==> config.mk <==
export PLATFORM = sky130hd
export DESIGN_NAME = imsc_irq_mask
export DESIGN_NICKNAME = d
export VERILOG_FILES = /design/src/pkg/imsc_pkg.sv /design/src/rtl/imsc_irq_mask.sv
export VERILOG_INCLUDE_DIRS = /design/src /design/src/pkg
export SDC_FILE = /design/constraint.sdc
export NUM_CORES = 1
export LEC_CHECK = 0
export BUFFER_PORTS_ARGS = -buffer_cell sky130_fd_sc_hd__buf_2
export CORE_MARGIN = 2
export CORE_UTILIZATION = 39
export CTS_CLUSTER_DIAMETER = 200
export CTS_CLUSTER_SIZE = 8
export DETAILED_ROUTE_END_ITERATION = 8
export GPL_ROUTABILITY_DRIVEN = 0
export HOLD_SLACK_MARGIN = 0.12
export PLACE_DENSITY_LB_ADDON = 0.15
export SKIP_CTS_REPAIR_TIMING = 1
export SYNTH_ARGS = -nofsm -noshare
export SYNTH_HDL_FRONTEND = slang
export SYNTH_SLANG_ARGS = --single-unit
==> constraint.sdc <==
create_clock -name sys_clk_i -period 1.4 [get_ports sys_clk_i]
set_input_delay 0.07 -clock sys_clk_i [delete_from_list [all_inputs] [get_ports sys_clk_i]]
set_output_delay 0.07 -clock sys_clk_i [all_outputs]
set_load 0.005 [all_outputs]
==> src/pkg/imsc_cfg.svh <==
// Purpose: offsets, field positions and reset values of the interrupt mask block
// Assumes: byte addresses on a plain register port
// Notes: included by the design file and the bench
`ifndef IMSC_CFG_SVH
`define IMSC_CFG_SVH
`define IMSC_ADDR_W 8
`define IMSC_OFS_SET 8'h88
`define IMSC_OFS_CLR 8'h8C
`define IMSC_BIT_GLOBAL 31
`define IMSC_BIT_MAKER 30
`define IMSC_BIT_SOFT 29
`define IMSC_RSVD_MASK 32'h10007C00
`define IMSC_IMPL_MASK 32'hEFFF83FF
`define IMSC_RESET_VAL 32'h00000000
`define IMSC_EVT_MASK 32'h6FFF83FF
`endif

==> src/pkg/imsc_pkg.sv <==
// Purpose: shared types of the interrupt mask block
// Assumes: 32-bit register words
// Notes: constants live in imsc_cfg.svh
package imsc_pkg;
    typedef logic [31:0] imsc_word_t;
    typedef logic [7:0] imsc_addr_t;
endpackage

==> src/rtl/imsc_irq_mask.sv <==
// Purpose: interrupt mask register with set and clear views and global enable
// Assumes: event register lives outside and arrives as a level vector
// Notes: read data valid only in the cycle after the read strobe
`timescale 1ns/1ps
`include "imsc_cfg.svh"

// What this block does
// RQ1: read of either view returns mask
// RQ2: set view at 88h, clear at 8Ch
// RQ3: mask bits align with event bits
// RQ4: global enable bit 31 allows interrupt
// RQ5: global enable zero blocks interrupt always
// RQ6: bit 30 with event 30 allows interrupt
// RQ7: bit 29 with event 29 allows interrupt
// RQ8: bit 28 reserved, reads zero
// RQ9: bit 27 with event 27 allows interrupt
// RQ10: bit 26 with event 26 allows interrupt
// RQ11: bit 25 with event 25 allows interrupt
// RQ12: bit 24 with event 24 allows interrupt
// RQ13: bits 23 to 20 gate cycle events
// RQ14: bits 19 and 18 gate their events
// RQ15: bits 17 to 15 gate reset events
// RQ16: bits 14 to 10 reserved, read zero
// RQ17: bits 9 and 8 gate error events
// RQ18: bits 7 and 6 gate iso DMA
// RQ19: bits 5 and 4 gate packet arrival
// RQ20: bits 3 and 2 gate receive DMA
// RQ21: bits 1 and 0 gate sent events
// RQ22: bits 15 to 12 read zero after reset
// RQ23: ones set or clear, zeros keep
// RQ24: irq when enabled and event AND mask nonzero
module imsc_irq_mask #(
    parameter int DATA_W = 32,
    parameter int ADDR_W = `IMSC_ADDR_W
)
(
    input wire logic sys_clk_i,
    input wire logic reset_i,
    input wire imsc_pkg::imsc_addr_t addr_i,
    input wire imsc_pkg::imsc_word_t wdata_i,
    input wire logic wr_i,
    input wire logic rd_i,
    input wire imsc_pkg::imsc_word_t event_i,
    output imsc_pkg::imsc_word_t rdata_o,
    output logic irq_o,
    output imsc_pkg::imsc_word_t mask_o
);
    import imsc_pkg::*;

    // bit maps fixed by the register layout
    localparam imsc_word_t IMPL_BITS = `IMSC_IMPL_MASK;
    localparam imsc_word_t RSVD_BITS = `IMSC_RSVD_MASK;
    localparam imsc_word_t EVT_BITS = `IMSC_EVT_MASK;
    localparam imsc_addr_t SET_OFS = `IMSC_OFS_SET;
    localparam imsc_addr_t CLR_OFS = `IMSC_OFS_CLR;

    imsc_word_t mask_q;
    wire imsc_word_t mask_d;
    wire imsc_word_t allow_bits;
    imsc_word_t rdata_q;
    logic irq_q;
    logic irq_d;
    logic hit_set;
    logic hit_clr;
    logic set_stb;
    logic clr_stb;
    logic rd_hit;

    // the bit maps and the ports are sized for one register word only
    if (DATA_W != $bits(imsc_word_t))
    begin : g_chk_data_w
        $error("DATA_W must equal the register word width");
    end
    if (ADDR_W != $bits(imsc_addr_t))
    begin : g_chk_addr_w
        $error("ADDR_W must equal the address port width");
    end
    if ((IMPL_BITS & RSVD_BITS) != 32'h00000000)
    begin : g_chk_maps
        $error("a reserved bit is marked implemented");
    end

    // undefined printed defaults are resolved to zero so no interrupt fires from reset
    assign hit_set = (addr_i == SET_OFS); // RQ2
    assign hit_clr = (addr_i == CLR_OFS); // RQ2
    // one address per access, so set and clear can never meet in one cycle
    assign set_stb = wr_i && hit_set;
    assign clr_stb = wr_i && hit_clr;
    assign rd_hit = rd_i && (hit_set || hit_clr);

    for (genvar b = 0; b < DATA_W; b++)
    begin : g_bit
        if (IMPL_BITS[b])
        begin : g_store
            assign mask_d[b] = set_stb ? (mask_q[b] | wdata_i[b]) : // RQ23
                clr_stb ? (mask_q[b] & ~wdata_i[b]) :
                mask_q[b];
        end
        else
        begin : g_rsvd
            // reserved bits never store, so they read zero
            assign mask_d[b] = 1'b0; // RQ8 RQ16 RQ22
        end
        if (EVT_BITS[b])
        begin : g_gate
            // same position on both sides: events are never remapped
            assign allow_bits[b] = event_i[b] & mask_d[b]; // RQ3 RQ6 RQ7 RQ9 RQ10 RQ11 RQ12
            // RQ13 RQ14 RQ15 RQ17 RQ18 RQ19 RQ20 RQ21

            property p_bit_gate;
                @(posedge sys_clk_i) disable iff (reset_i)
                (mask_d[`IMSC_BIT_GLOBAL] && mask_d[b] && event_i[b]) |=> irq_o;
            endproperty
            a_bit_gate: assert property (p_bit_gate) else $error("event gave no irq"); // RQ4
        end
        else
        begin : g_no_gate
            // the global enable and the reserved bits are not event gates
            assign allow_bits[b] = 1'b0;
        end
    end

    always_ff @(posedge sys_clk_i or posedge reset_i)
    begin
        if (reset_i)
        begin
            mask_q <= `IMSC_RESET_VAL; // RQ22
        end
        else
        begin
            mask_q <= mask_d;
        end
    end

    always_ff @(posedge sys_clk_i or posedge reset_i)
    begin
        if (reset_i)
        begin
            rdata_q <= 32'h00000000;
        end
        else if (rd_hit)
        begin
            rdata_q <= mask_q; // RQ1
        end
        else
        begin
            // unmapped reads and idle cycles return zero
            rdata_q <= 32'h00000000;
        end
    end

    // one bit per position: events 30..29, 27..15 and 9..0 gated by the same-numbered mask bit
    always_comb
    begin
        // the next mask is used so an enable write takes effect at once
        irq_d = mask_d[`IMSC_BIT_GLOBAL] && (|allow_bits); // RQ4 RQ5 RQ24
    end

    // registered output: one cycle behind the event, changing on the same edge as the mask
    always_ff @(posedge sys_clk_i or posedge reset_i)
    begin
        if (reset_i)
        begin
            irq_q <= 1'b0;
        end
        else
        begin
            irq_q <= irq_d;
        end
    end

    assign rdata_o = rdata_q;
    assign irq_o = irq_q;
    assign mask_o = mask_q;

    property p_rd_mask;
        @(posedge sys_clk_i) disable iff (reset_i)
        (rd_i && (hit_set || hit_clr) && !wr_i) |=> (rdata_o == $past(mask_q));
    endproperty
    a_rd_mask: assert property (p_rd_mask) else $error("read did not return mask"); // RQ1

    property p_rd_unmapped;
        @(posedge sys_clk_i) disable iff (reset_i)
        (rd_i && !hit_set && !hit_clr) |=> (rdata_o == 32'h00000000);
    endproperty
    a_rd_unmapped: assert property (p_rd_unmapped) else $error("unmapped read not zero"); // RQ2

    property p_set;
        @(posedge sys_clk_i) disable iff (reset_i)
        (wr_i && hit_set) |=> ((mask_o & $past(wdata_i) & `IMSC_IMPL_MASK)
            == ($past(wdata_i) & `IMSC_IMPL_MASK));
    endproperty
    a_set: assert property (p_set) else $error("set write missed a bit"); // RQ23

    property p_clr;
        @(posedge sys_clk_i) disable iff (reset_i)
        (wr_i && hit_clr) |=> ((mask_o & $past(wdata_i)) == 32'h00000000);
    endproperty
    a_clr: assert property (p_clr) else $error("clear write missed a bit"); // RQ23

    property p_keep;
        @(posedge sys_clk_i) disable iff (reset_i)
        (wr_i && hit_set) |=> ((mask_o & ~$past(wdata_i)) == ($past(mask_q) & ~$past(wdata_i)));
    endproperty
    a_keep: assert property (p_keep) else $error("zero bits changed on set"); // RQ23

    property p_rsvd;
        @(posedge sys_clk_i) disable iff (reset_i)
        (mask_o & `IMSC_RSVD_MASK) == 32'h00000000;
    endproperty
    a_rsvd: assert property (p_rsvd) else $error("reserved mask bit set"); // RQ8

    property p_rsvd_rd;
        @(posedge sys_clk_i) disable iff (reset_i)
        rd_i |=> (rdata_o[14:10] == 5'h00);
    endproperty
    a_rsvd_rd: assert property (p_rsvd_rd) else $error("reserved field read nonzero"); // RQ16

    property p_global_off;
        @(posedge sys_clk_i) disable iff (reset_i)
        !mask_o[`IMSC_BIT_GLOBAL] |-> !irq_o;
    endproperty
    a_global_off: assert property (p_global_off) else $error("irq with global off"); // RQ5

    property p_irq_on;
        @(posedge sys_clk_i) disable iff (reset_i)
        irq_o == (mask_o[`IMSC_BIT_GLOBAL] && (|(($past(event_i)) & mask_o & `IMSC_EVT_MASK)));
    endproperty
    a_irq_on: assert property (p_irq_on) else $error("irq disagrees with mask and event"); // RQ24

    property p_soft;
        @(posedge sys_clk_i) disable iff (reset_i)
        (mask_d[`IMSC_BIT_GLOBAL] && mask_d[`IMSC_BIT_SOFT] && event_i[`IMSC_BIT_SOFT]) |=> irq_o;
    endproperty
    a_soft: assert property (p_soft) else $error("software irq not raised"); // RQ7

    property p_maker_gate;
        @(posedge sys_clk_i) disable iff (reset_i)
        (mask_d[`IMSC_BIT_GLOBAL] && mask_d[30] && event_i[30]) |=> irq_o;
    endproperty
    a_maker_gate: assert property (p_maker_gate) else $error("maker irq not raised"); // RQ6

    property p_late_ack;
        @(posedge sys_clk_i) disable iff (reset_i)
        (mask_d[`IMSC_BIT_GLOBAL] && mask_d[27] && event_i[27]) |=> irq_o;
    endproperty
    a_late_ack: assert property (p_late_ack) else $error("late ack irq not raised"); // RQ9

    property p_ll_reg;
        @(posedge sys_clk_i) disable iff (reset_i)
        (mask_d[`IMSC_BIT_GLOBAL] && mask_d[26] && event_i[26]) |=> irq_o;
    endproperty
    a_ll_reg: assert property (p_ll_reg) else $error("register arrival irq not raised"); // RQ10

    property p_overlong;
        @(posedge sys_clk_i) disable iff (reset_i)
        (mask_d[`IMSC_BIT_GLOBAL] && mask_d[25] && event_i[25]) |=> irq_o;
    endproperty
    a_overlong: assert property (p_overlong) else $error("overlong cycle irq not raised"); // RQ11

    property p_fatal;
        @(posedge sys_clk_i) disable iff (reset_i)
        (mask_d[`IMSC_BIT_GLOBAL] && mask_d[24] && event_i[24]) |=> irq_o;
    endproperty
    a_fatal: assert property (p_fatal) else $error("fatal error irq not raised"); // RQ12

    property p_cycle_evt;
        @(posedge sys_clk_i) disable iff (reset_i)
        (mask_d[`IMSC_BIT_GLOBAL] && (|(mask_d[23:20] & event_i[23:20]))) |=> irq_o;
    endproperty
    a_cycle_evt: assert property (p_cycle_evt) else $error("cycle irq not raised"); // RQ13

    property p_ll_status;
        @(posedge sys_clk_i) disable iff (reset_i)
        (mask_d[`IMSC_BIT_GLOBAL] && (|(mask_d[19:18] & event_i[19:18]))) |=> irq_o;
    endproperty
    a_ll_status: assert property (p_ll_status) else $error("status irq not raised"); // RQ14

    property p_reinit;
        @(posedge sys_clk_i) disable iff (reset_i)
        (mask_d[`IMSC_BIT_GLOBAL] && (|(mask_d[17:15] & event_i[17:15]))) |=> irq_o;
    endproperty
    a_reinit: assert property (p_reinit) else $error("reinit irq not raised"); // RQ15

    property p_err_evt;
        @(posedge sys_clk_i) disable iff (reset_i)
        (mask_d[`IMSC_BIT_GLOBAL] && (|(mask_d[9:8] & event_i[9:8]))) |=> irq_o;
    endproperty
    a_err_evt: assert property (p_err_evt) else $error("error irq not raised"); // RQ17

    property p_iso_dma;
        @(posedge sys_clk_i) disable iff (reset_i)
        (mask_d[`IMSC_BIT_GLOBAL] && (|(mask_d[7:6] & event_i[7:6]))) |=> irq_o;
    endproperty
    a_iso_dma: assert property (p_iso_dma) else $error("iso dma irq not raised"); // RQ18

    property p_pkt;
        @(posedge sys_clk_i) disable iff (reset_i)
        (mask_d[`IMSC_BIT_GLOBAL] && (|(mask_d[5:4] & event_i[5:4]))) |=> irq_o;
    endproperty
    a_pkt: assert property (p_pkt) else $error("packet irq not raised"); // RQ19

    property p_rx_dma;
        @(posedge sys_clk_i) disable iff (reset_i)
        (mask_d[`IMSC_BIT_GLOBAL] && (|(mask_d[3:2] & event_i[3:2]))) |=> irq_o;
    endproperty
    a_rx_dma: assert property (p_rx_dma) else $error("receive dma irq not raised"); // RQ20

    property p_sent;
        @(posedge sys_clk_i) disable iff (reset_i)
        (mask_d[`IMSC_BIT_GLOBAL] && (|(mask_d[1:0] & event_i[1:0]))) |=> irq_o;
    endproperty
    a_sent: assert property (p_sent) else $error("sent irq not raised"); // RQ21

    property p_irq_quiet;
        @(posedge sys_clk_i) disable iff (reset_i)
        !(|(event_i & mask_d & `IMSC_EVT_MASK)) |=> !irq_o;
    endproperty
    a_irq_quiet: assert property (p_irq_quiet) else $error("irq without enabled event"); // RQ24

    property p_rdata_idle;
        @(posedge sys_clk_i) disable iff (reset_i)
        !rd_hit |=> (rdata_o == 32'h00000000);
    endproperty
    a_rdata_idle: assert property (p_rdata_idle) else $error("read data outlived its cycle"); // RQ1

    property p_unmapped_wr;
        @(posedge sys_clk_i) disable iff (reset_i)
        (wr_i && !hit_set && !hit_clr) |=> (mask_o == $past(mask_q));
    endproperty
    a_unmapped_wr: assert property (p_unmapped_wr) else $error("unmapped write moved mask"); // RQ2

    property p_clr_keep;
        @(posedge sys_clk_i) disable iff (reset_i)
        (wr_i && hit_clr) |=> (((mask_o ^ $past(mask_q)) & ~$past(wdata_i)) == 32'h00000000);
    endproperty
    a_clr_keep: assert property (p_clr_keep) else $error("zero bits changed on clear"); // RQ23

    property p_mask_hold;
        @(posedge sys_clk_i) disable iff (reset_i)
        !wr_i |=> (mask_o == $past(mask_q));
    endproperty
    a_mask_hold: assert property (p_mask_hold) else $error("mask moved without a write"); // RQ23

    property p_rsvd28_rd;
        @(posedge sys_clk_i) disable iff (reset_i)
        rd_i |=> !rdata_o[28];
    endproperty
    a_rsvd28_rd: assert property (p_rsvd28_rd) else $error("bit 28 read nonzero"); // RQ8

    property p_global_set;
        @(posedge sys_clk_i) disable iff (reset_i)
        (wr_i && hit_set && wdata_i[`IMSC_BIT_GLOBAL]) |=> mask_o[`IMSC_BIT_GLOBAL];
    endproperty
    a_global_set: assert property (p_global_set) else $error("global enable not set"); // RQ4

    property p_global_clr;
        @(posedge sys_clk_i) disable iff (reset_i)
        (wr_i && hit_clr && wdata_i[`IMSC_BIT_GLOBAL]) |=> !mask_o[`IMSC_BIT_GLOBAL];
    endproperty
    a_global_clr: assert property (p_global_clr) else $error("global enable not cleared"); // RQ5

    property p_bit15_store;
        @(posedge sys_clk_i) disable iff (reset_i)
        (wr_i && hit_set && wdata_i[15]) |=> mask_o[15];
    endproperty
    a_bit15_store: assert property (p_bit15_store) else $error("bit 15 did not store"); // RQ15
endmodule

# Yosys cells after proc, flatten, opt, wreduce, memory -nomap -nowiden
# Cells that the tools add are included.
# totals
wordCells,167
memories,0
latchBits,0
ram_bits,0
regBits,59
in_bits,76
output_inout_bits,65
romBits,0
# classes
n_bitwise,103
n_reduce_logical,6
shifts,0
magnitude_cmp,0
n_eq_ne,2
mux,53
mul,0
div_mod_pow,0
addsub,0
# ops
cell,count
1-bit 2-to-1 mux,52
1-bit bitwise AND,51
32-bit 2-to-1 mux,1
1-bit NOT,26
1-bit bitwise OR,26
25-bit OR reduction,1
"8-bit == test, second input constant",2
1-bit logical AND,4
1-bit logical OR,1

# Logic depth before layout (Yosys ltp)
# logic_depth
ltp_word,7
depth_mapped,8
depth_no_buf,6

# Worst setup path before layout
# Ideal clock, no wire load.
# synth_path
path_kind,input -> register
startpoint,input port addr_i[6]
endpoint,"register irq_q, in the netlist irq_o"
required_ns,1.255
setup_time_ns,0.145
arrival_time_ns,1.643
path_stages,7
path_buffers,1
slack_ns,-0.387
cell_sequence,and4bb_2 and4_4 buf_6 a21oi_1 or4_1 nor4_1 a41oi_1
# synth_between
elab_chain_len,7
elab_cells_between_ends,83
classes_between,2 x eq/ne; 52 x mux; 25 x bitwise; 4 x reduce/logical
# synth_lines
item,line_no,rtl
from (decl),imsc_irq_mask.sv:39,"input wire imsc_pkg::imsc_addr_t addr_i,"
8-bit == test,imsc_irq_mask.sv:85,assign hit_clr = (addr_i == CLR_OFS);
1-bit logical AND,imsc_irq_mask.sv:88,assign clr_stb = wr_i && hit_clr;
1-bit 2-to-1 mux,imsc_irq_mask.sv:96,clr_stb ? (mask_q[b] & ~wdata_i[b]) :
1-bit 2-to-1 mux,imsc_irq_mask.sv:95,assign mask_d[b] = set_stb ? (mask_q[b] | wdata_i[b]) :
1-bit bitwise AND,imsc_irq_mask.sv:107,assign allow_bits[b] = event_i[b] & mask_d[b];
25-bit OR reduction,imsc_irq_mask.sv:156,irq_d = mask_d[`IMSC_BIT_GLOBAL] && (|allow_bits);
1-bit logical AND *,imsc_irq_mask.sv:156,
net irq_d,imsc_irq_mask.sv:62,logic irq_d;
to (signal assigned),imsc_irq_mask.sv:168,irq_q <= irq_d;
to (decl),imsc_irq_mask.sv:61,logic irq_q;
# Mark *: on every way through the listed nets, which the timed path passes. The rest lies on a longest branch.

# Worst setup path after layout
# layout_path
startpoint,input port addr_i[4]
endpoint,"register irq_q, in the netlist irq_o"
# Same word-level chain as after synthesis.

==> out/summary.txt <==
Fraction of power spent switching nets: 0.224
Detailed-router iteration count before antenna repair: 4
Proportion of layout cells with a drive suffix above 1: 0.434
Per-instance average area after synthesis: 9.51 um2
Post-route minimum period: 1.48 ns
Number of pins with negative max-slew slack in the final report: 0
Clock tree from TritonCTS: done
Hold Path Class: input pin to register
Top cell type by total area after synthesis: sky130_fd_sc_hd__dfrtp_1
Wire per inst: 14.2 um
Result of the run: finished, violations left
Count of nets left with antenna violations after detail routing: 0
Synth Warn #: 0
HPWL after DPL: 5270 um
Top area cells in the synthesized netlist: sky130_fd_sc_hd__dfrtp_1, sky130_fd_sc_hd__nand2_1, sky130_fd_sc_hd__and2_1
Count of pins on the block boundary: 141
Clock network latency to the later pin of the worst-skew pair: 0.30 ns
Most frequent standard cell in the layout excluding fill and tap cells: sky130_fd_sc_hd__buf_2
Htree depth: 2
Final Setup Violations: 1
EDFF count, synth: 0
Violations in the final reports: negative setup slack
Area of the core: 5960 um2
Horizontal die dimension: 82.5 um
Number of buffers created by CTS: 5
Area growth, synth to finish: 47.2%
Sequential element share of the synthesized area: 0.551
Total power density per cell area: 908 nW/um2
Power share of the sequential group: 0.497
Max frequency: 674 MHz
Via count of the first global-routing pass: 2,124
Number of antenna violations at the first check in global routing: 0
Power dissipated by switching net loads: 0.722 mW
Clock root buffer master: sky130_fd_sc_hd__clkbuf_8
Crit path launch type: input pin
Fin. Hold Viols: 0
Standby leakage power: 1.94 nW
Pin count of the biggest net entering global routing: 54
Design Area, Final: 3540 um2
Number of remaining DRC errors: 0
Routed WL: 6910 um
Largest fanout on the critical path: 6
Most used cells in the layout excluding fill and tap cells: sky130_fd_sc_hd__buf_2, sky130_fd_sc_hd__nand2_1, sky130_fd_sc_hd__dfrtp_1, sky130_fd_sc_hd__buf_4, sky130_fd_sc_hd__and2_1
Largest clock skew in the final design: 0.00573 ns
Total cell area at the placement stage: 3300 um2
CP required: 1.57 ns
Unrepaired setup endpoints after global routing: yes
Chip height: 82.5 um
Cell count after synthesis: 253
Async S/R FF share, synth: 1.00
Number of max-capacitance violations reported: 0
Std-Cell Rows: 28
Share of Yosys cell area claimed by the top area cell type: 0.551
P_int: 2.49 mW
Via total after detailed routing: 2,321
Kind of end point of the critical path: register
Gate power share: 0.130
Power Total: 3.22 mW
Number of fill cells: 543
Die outline area: 6810 um2
Reg clk slew, reported paths: 0.10 ns
Min Hold Slack: 0.117 ns
Most common flop cell mapped by yosys: sky130_fd_sc_hd__dfrtp_1
Quantity of I/O buffers inserted on ports: 115
First-pass GRT wire length: 10,100 um
Final cycle utilization of the critical path: 1.06
Post-synthesis sequential element count: 53
Antenna cell count: 0
Net total in the final layout: 487
Cell variety after synth: 31
Final worst-path setup slack: -0.0839 ns
Overall overflow remaining after global route: 0
Detail-routed via count per cell: 4.77
Clock Tree Buf Depth: 2
Portion of total power attributed to the clock network: 0.372
Total Negative Setup Slacks: -0.0839 ns
Gr usage total: 0.199
Critical path class: input pin to register
Met2 Wirelength: 3460 um
Starting Density: 0.404
Data arrival time at the worst-slack endpoint: 1.65 ns
Maximum vdd ir drop: 441 uV
Post-Synthesis Cell Area: 2410 um2
Sink Count: 53
Uppermost routed layer: met4
Detail Route met3 WL: 364 um
Detailed router's first-iteration violation count: 102
Utilization after layout: 0.595
Met1 wire length: 2910 um
## area by class of cell
cell class | count | area, um2 | area share
repair buffers | 162 | 958 | 0.271
flip-flops and latches | 53 | 1330 | 0.375
clock buffers | 5 | 68.8 | 0.0194
inverters | 3 | 11.3 | 0.00318
clock inverters | 3 | 65.1 | 0.0184
well taps | 75 | 93.8 | 0.0265
multi-input cells | 186 | 1020 | 0.287
## path summary, 6_finish.rpt
kind | from | endpoint | slack (ns) | cells past startpoint
worst max register to register | mask_o[19] | irq_o | -0.08 | 5
max in group asynchronous | reset_i | rdata_o[22] | 0.82 | 4
worst min register to register | mask_o[2] | mask_o[2] | 0.53 | 2
worst min-delay path | wdata_i[23] | mask_o[23] | 0.12 | 3
min in group asynchronous | reset_i | rdata_o[0] | 0.35 | 4
worst max-delay path | addr_i[4] | irq_o | -0.08 | 7
## per-layer routing
layer,global-route usage,up-vias
li1,-,1153
met1,0.257,1080
met2,0.327,78
met3,0.0391,10
met4,0.0787,0
met5,0,-
## logic make-up (layout without fill, tap and decap cells)
family,after synthesis,count (layout),synth area share
other,1,12,0.00156
muxes,3,3,0.0140
DFF,53,53,0.551
AOI/OAI and AO/OA,60,60,0.149
and+or+nand+nor,111,111,0.223
buffers and inverters,25,173,0.0614
## synthesized netlist by cell type, types with 3 or more instances
cell and count:
sky130_fd_sc_hd__nand3_1 3, sky130_fd_sc_hd__a21oi_1 17, sky130_fd_sc_hd__clkbuf_1 8, sky130_fd_sc_hd__buf_4 12
sky130_fd_sc_hd__inv_1 3, sky130_fd_sc_hd__and2_1 27, sky130_fd_sc_hd__dfrtp_1 53, sky130_fd_sc_hd__a31oi_1 3
sky130_fd_sc_hd__a22oi_1 7, sky130_fd_sc_hd__nor4_1 3, sky130_fd_sc_hd__nand2_1 69, sky130_fd_sc_hd__o21ai_0 23
sky130_fd_sc_hd__mux2_2 3
## stage by stage
step	setup WS, ns	cells
floorplan	-0.270	264
global placement	-0.384	472
detailed placement	-0.439	472
CTS	-0.329	480
global route	-0.165	487
finish	-0.0839	487
## worst max-delay path: stages
cell and delay (ns):
sky130_fd_sc_hd__buf_2 0.09, sky130_fd_sc_hd__and4bb_2 0.30, sky130_fd_sc_hd__and4_4 0.26, sky130_fd_sc_hd__a21oi_1 0.08, sky130_fd_sc_hd__or4_1 0.55, sky130_fd_sc_hd__nor4_2 0.16, sky130_fd_sc_hd__a41oi_1 0.14
## flip-flops by register name (all words and copies together), names as in the netlist
signal   flops
mask_o      26
rdata_o     26
irq_o        1
## power by group through the flow
stage          Clock, mW  Combinational, mW  Sequential [mW]
6_report            1.20              0.419             1.60
5_1_grt             1.29              0.464             1.61
4_1_cts             1.24              0.393             1.60
3_5_place_dp           0              0.391             1.63
3_3_place_gp           0              0.390             1.63
2_1_floorplan          0              0.147             1.63
Note: power is estimated with default switching activity, not from simulation.
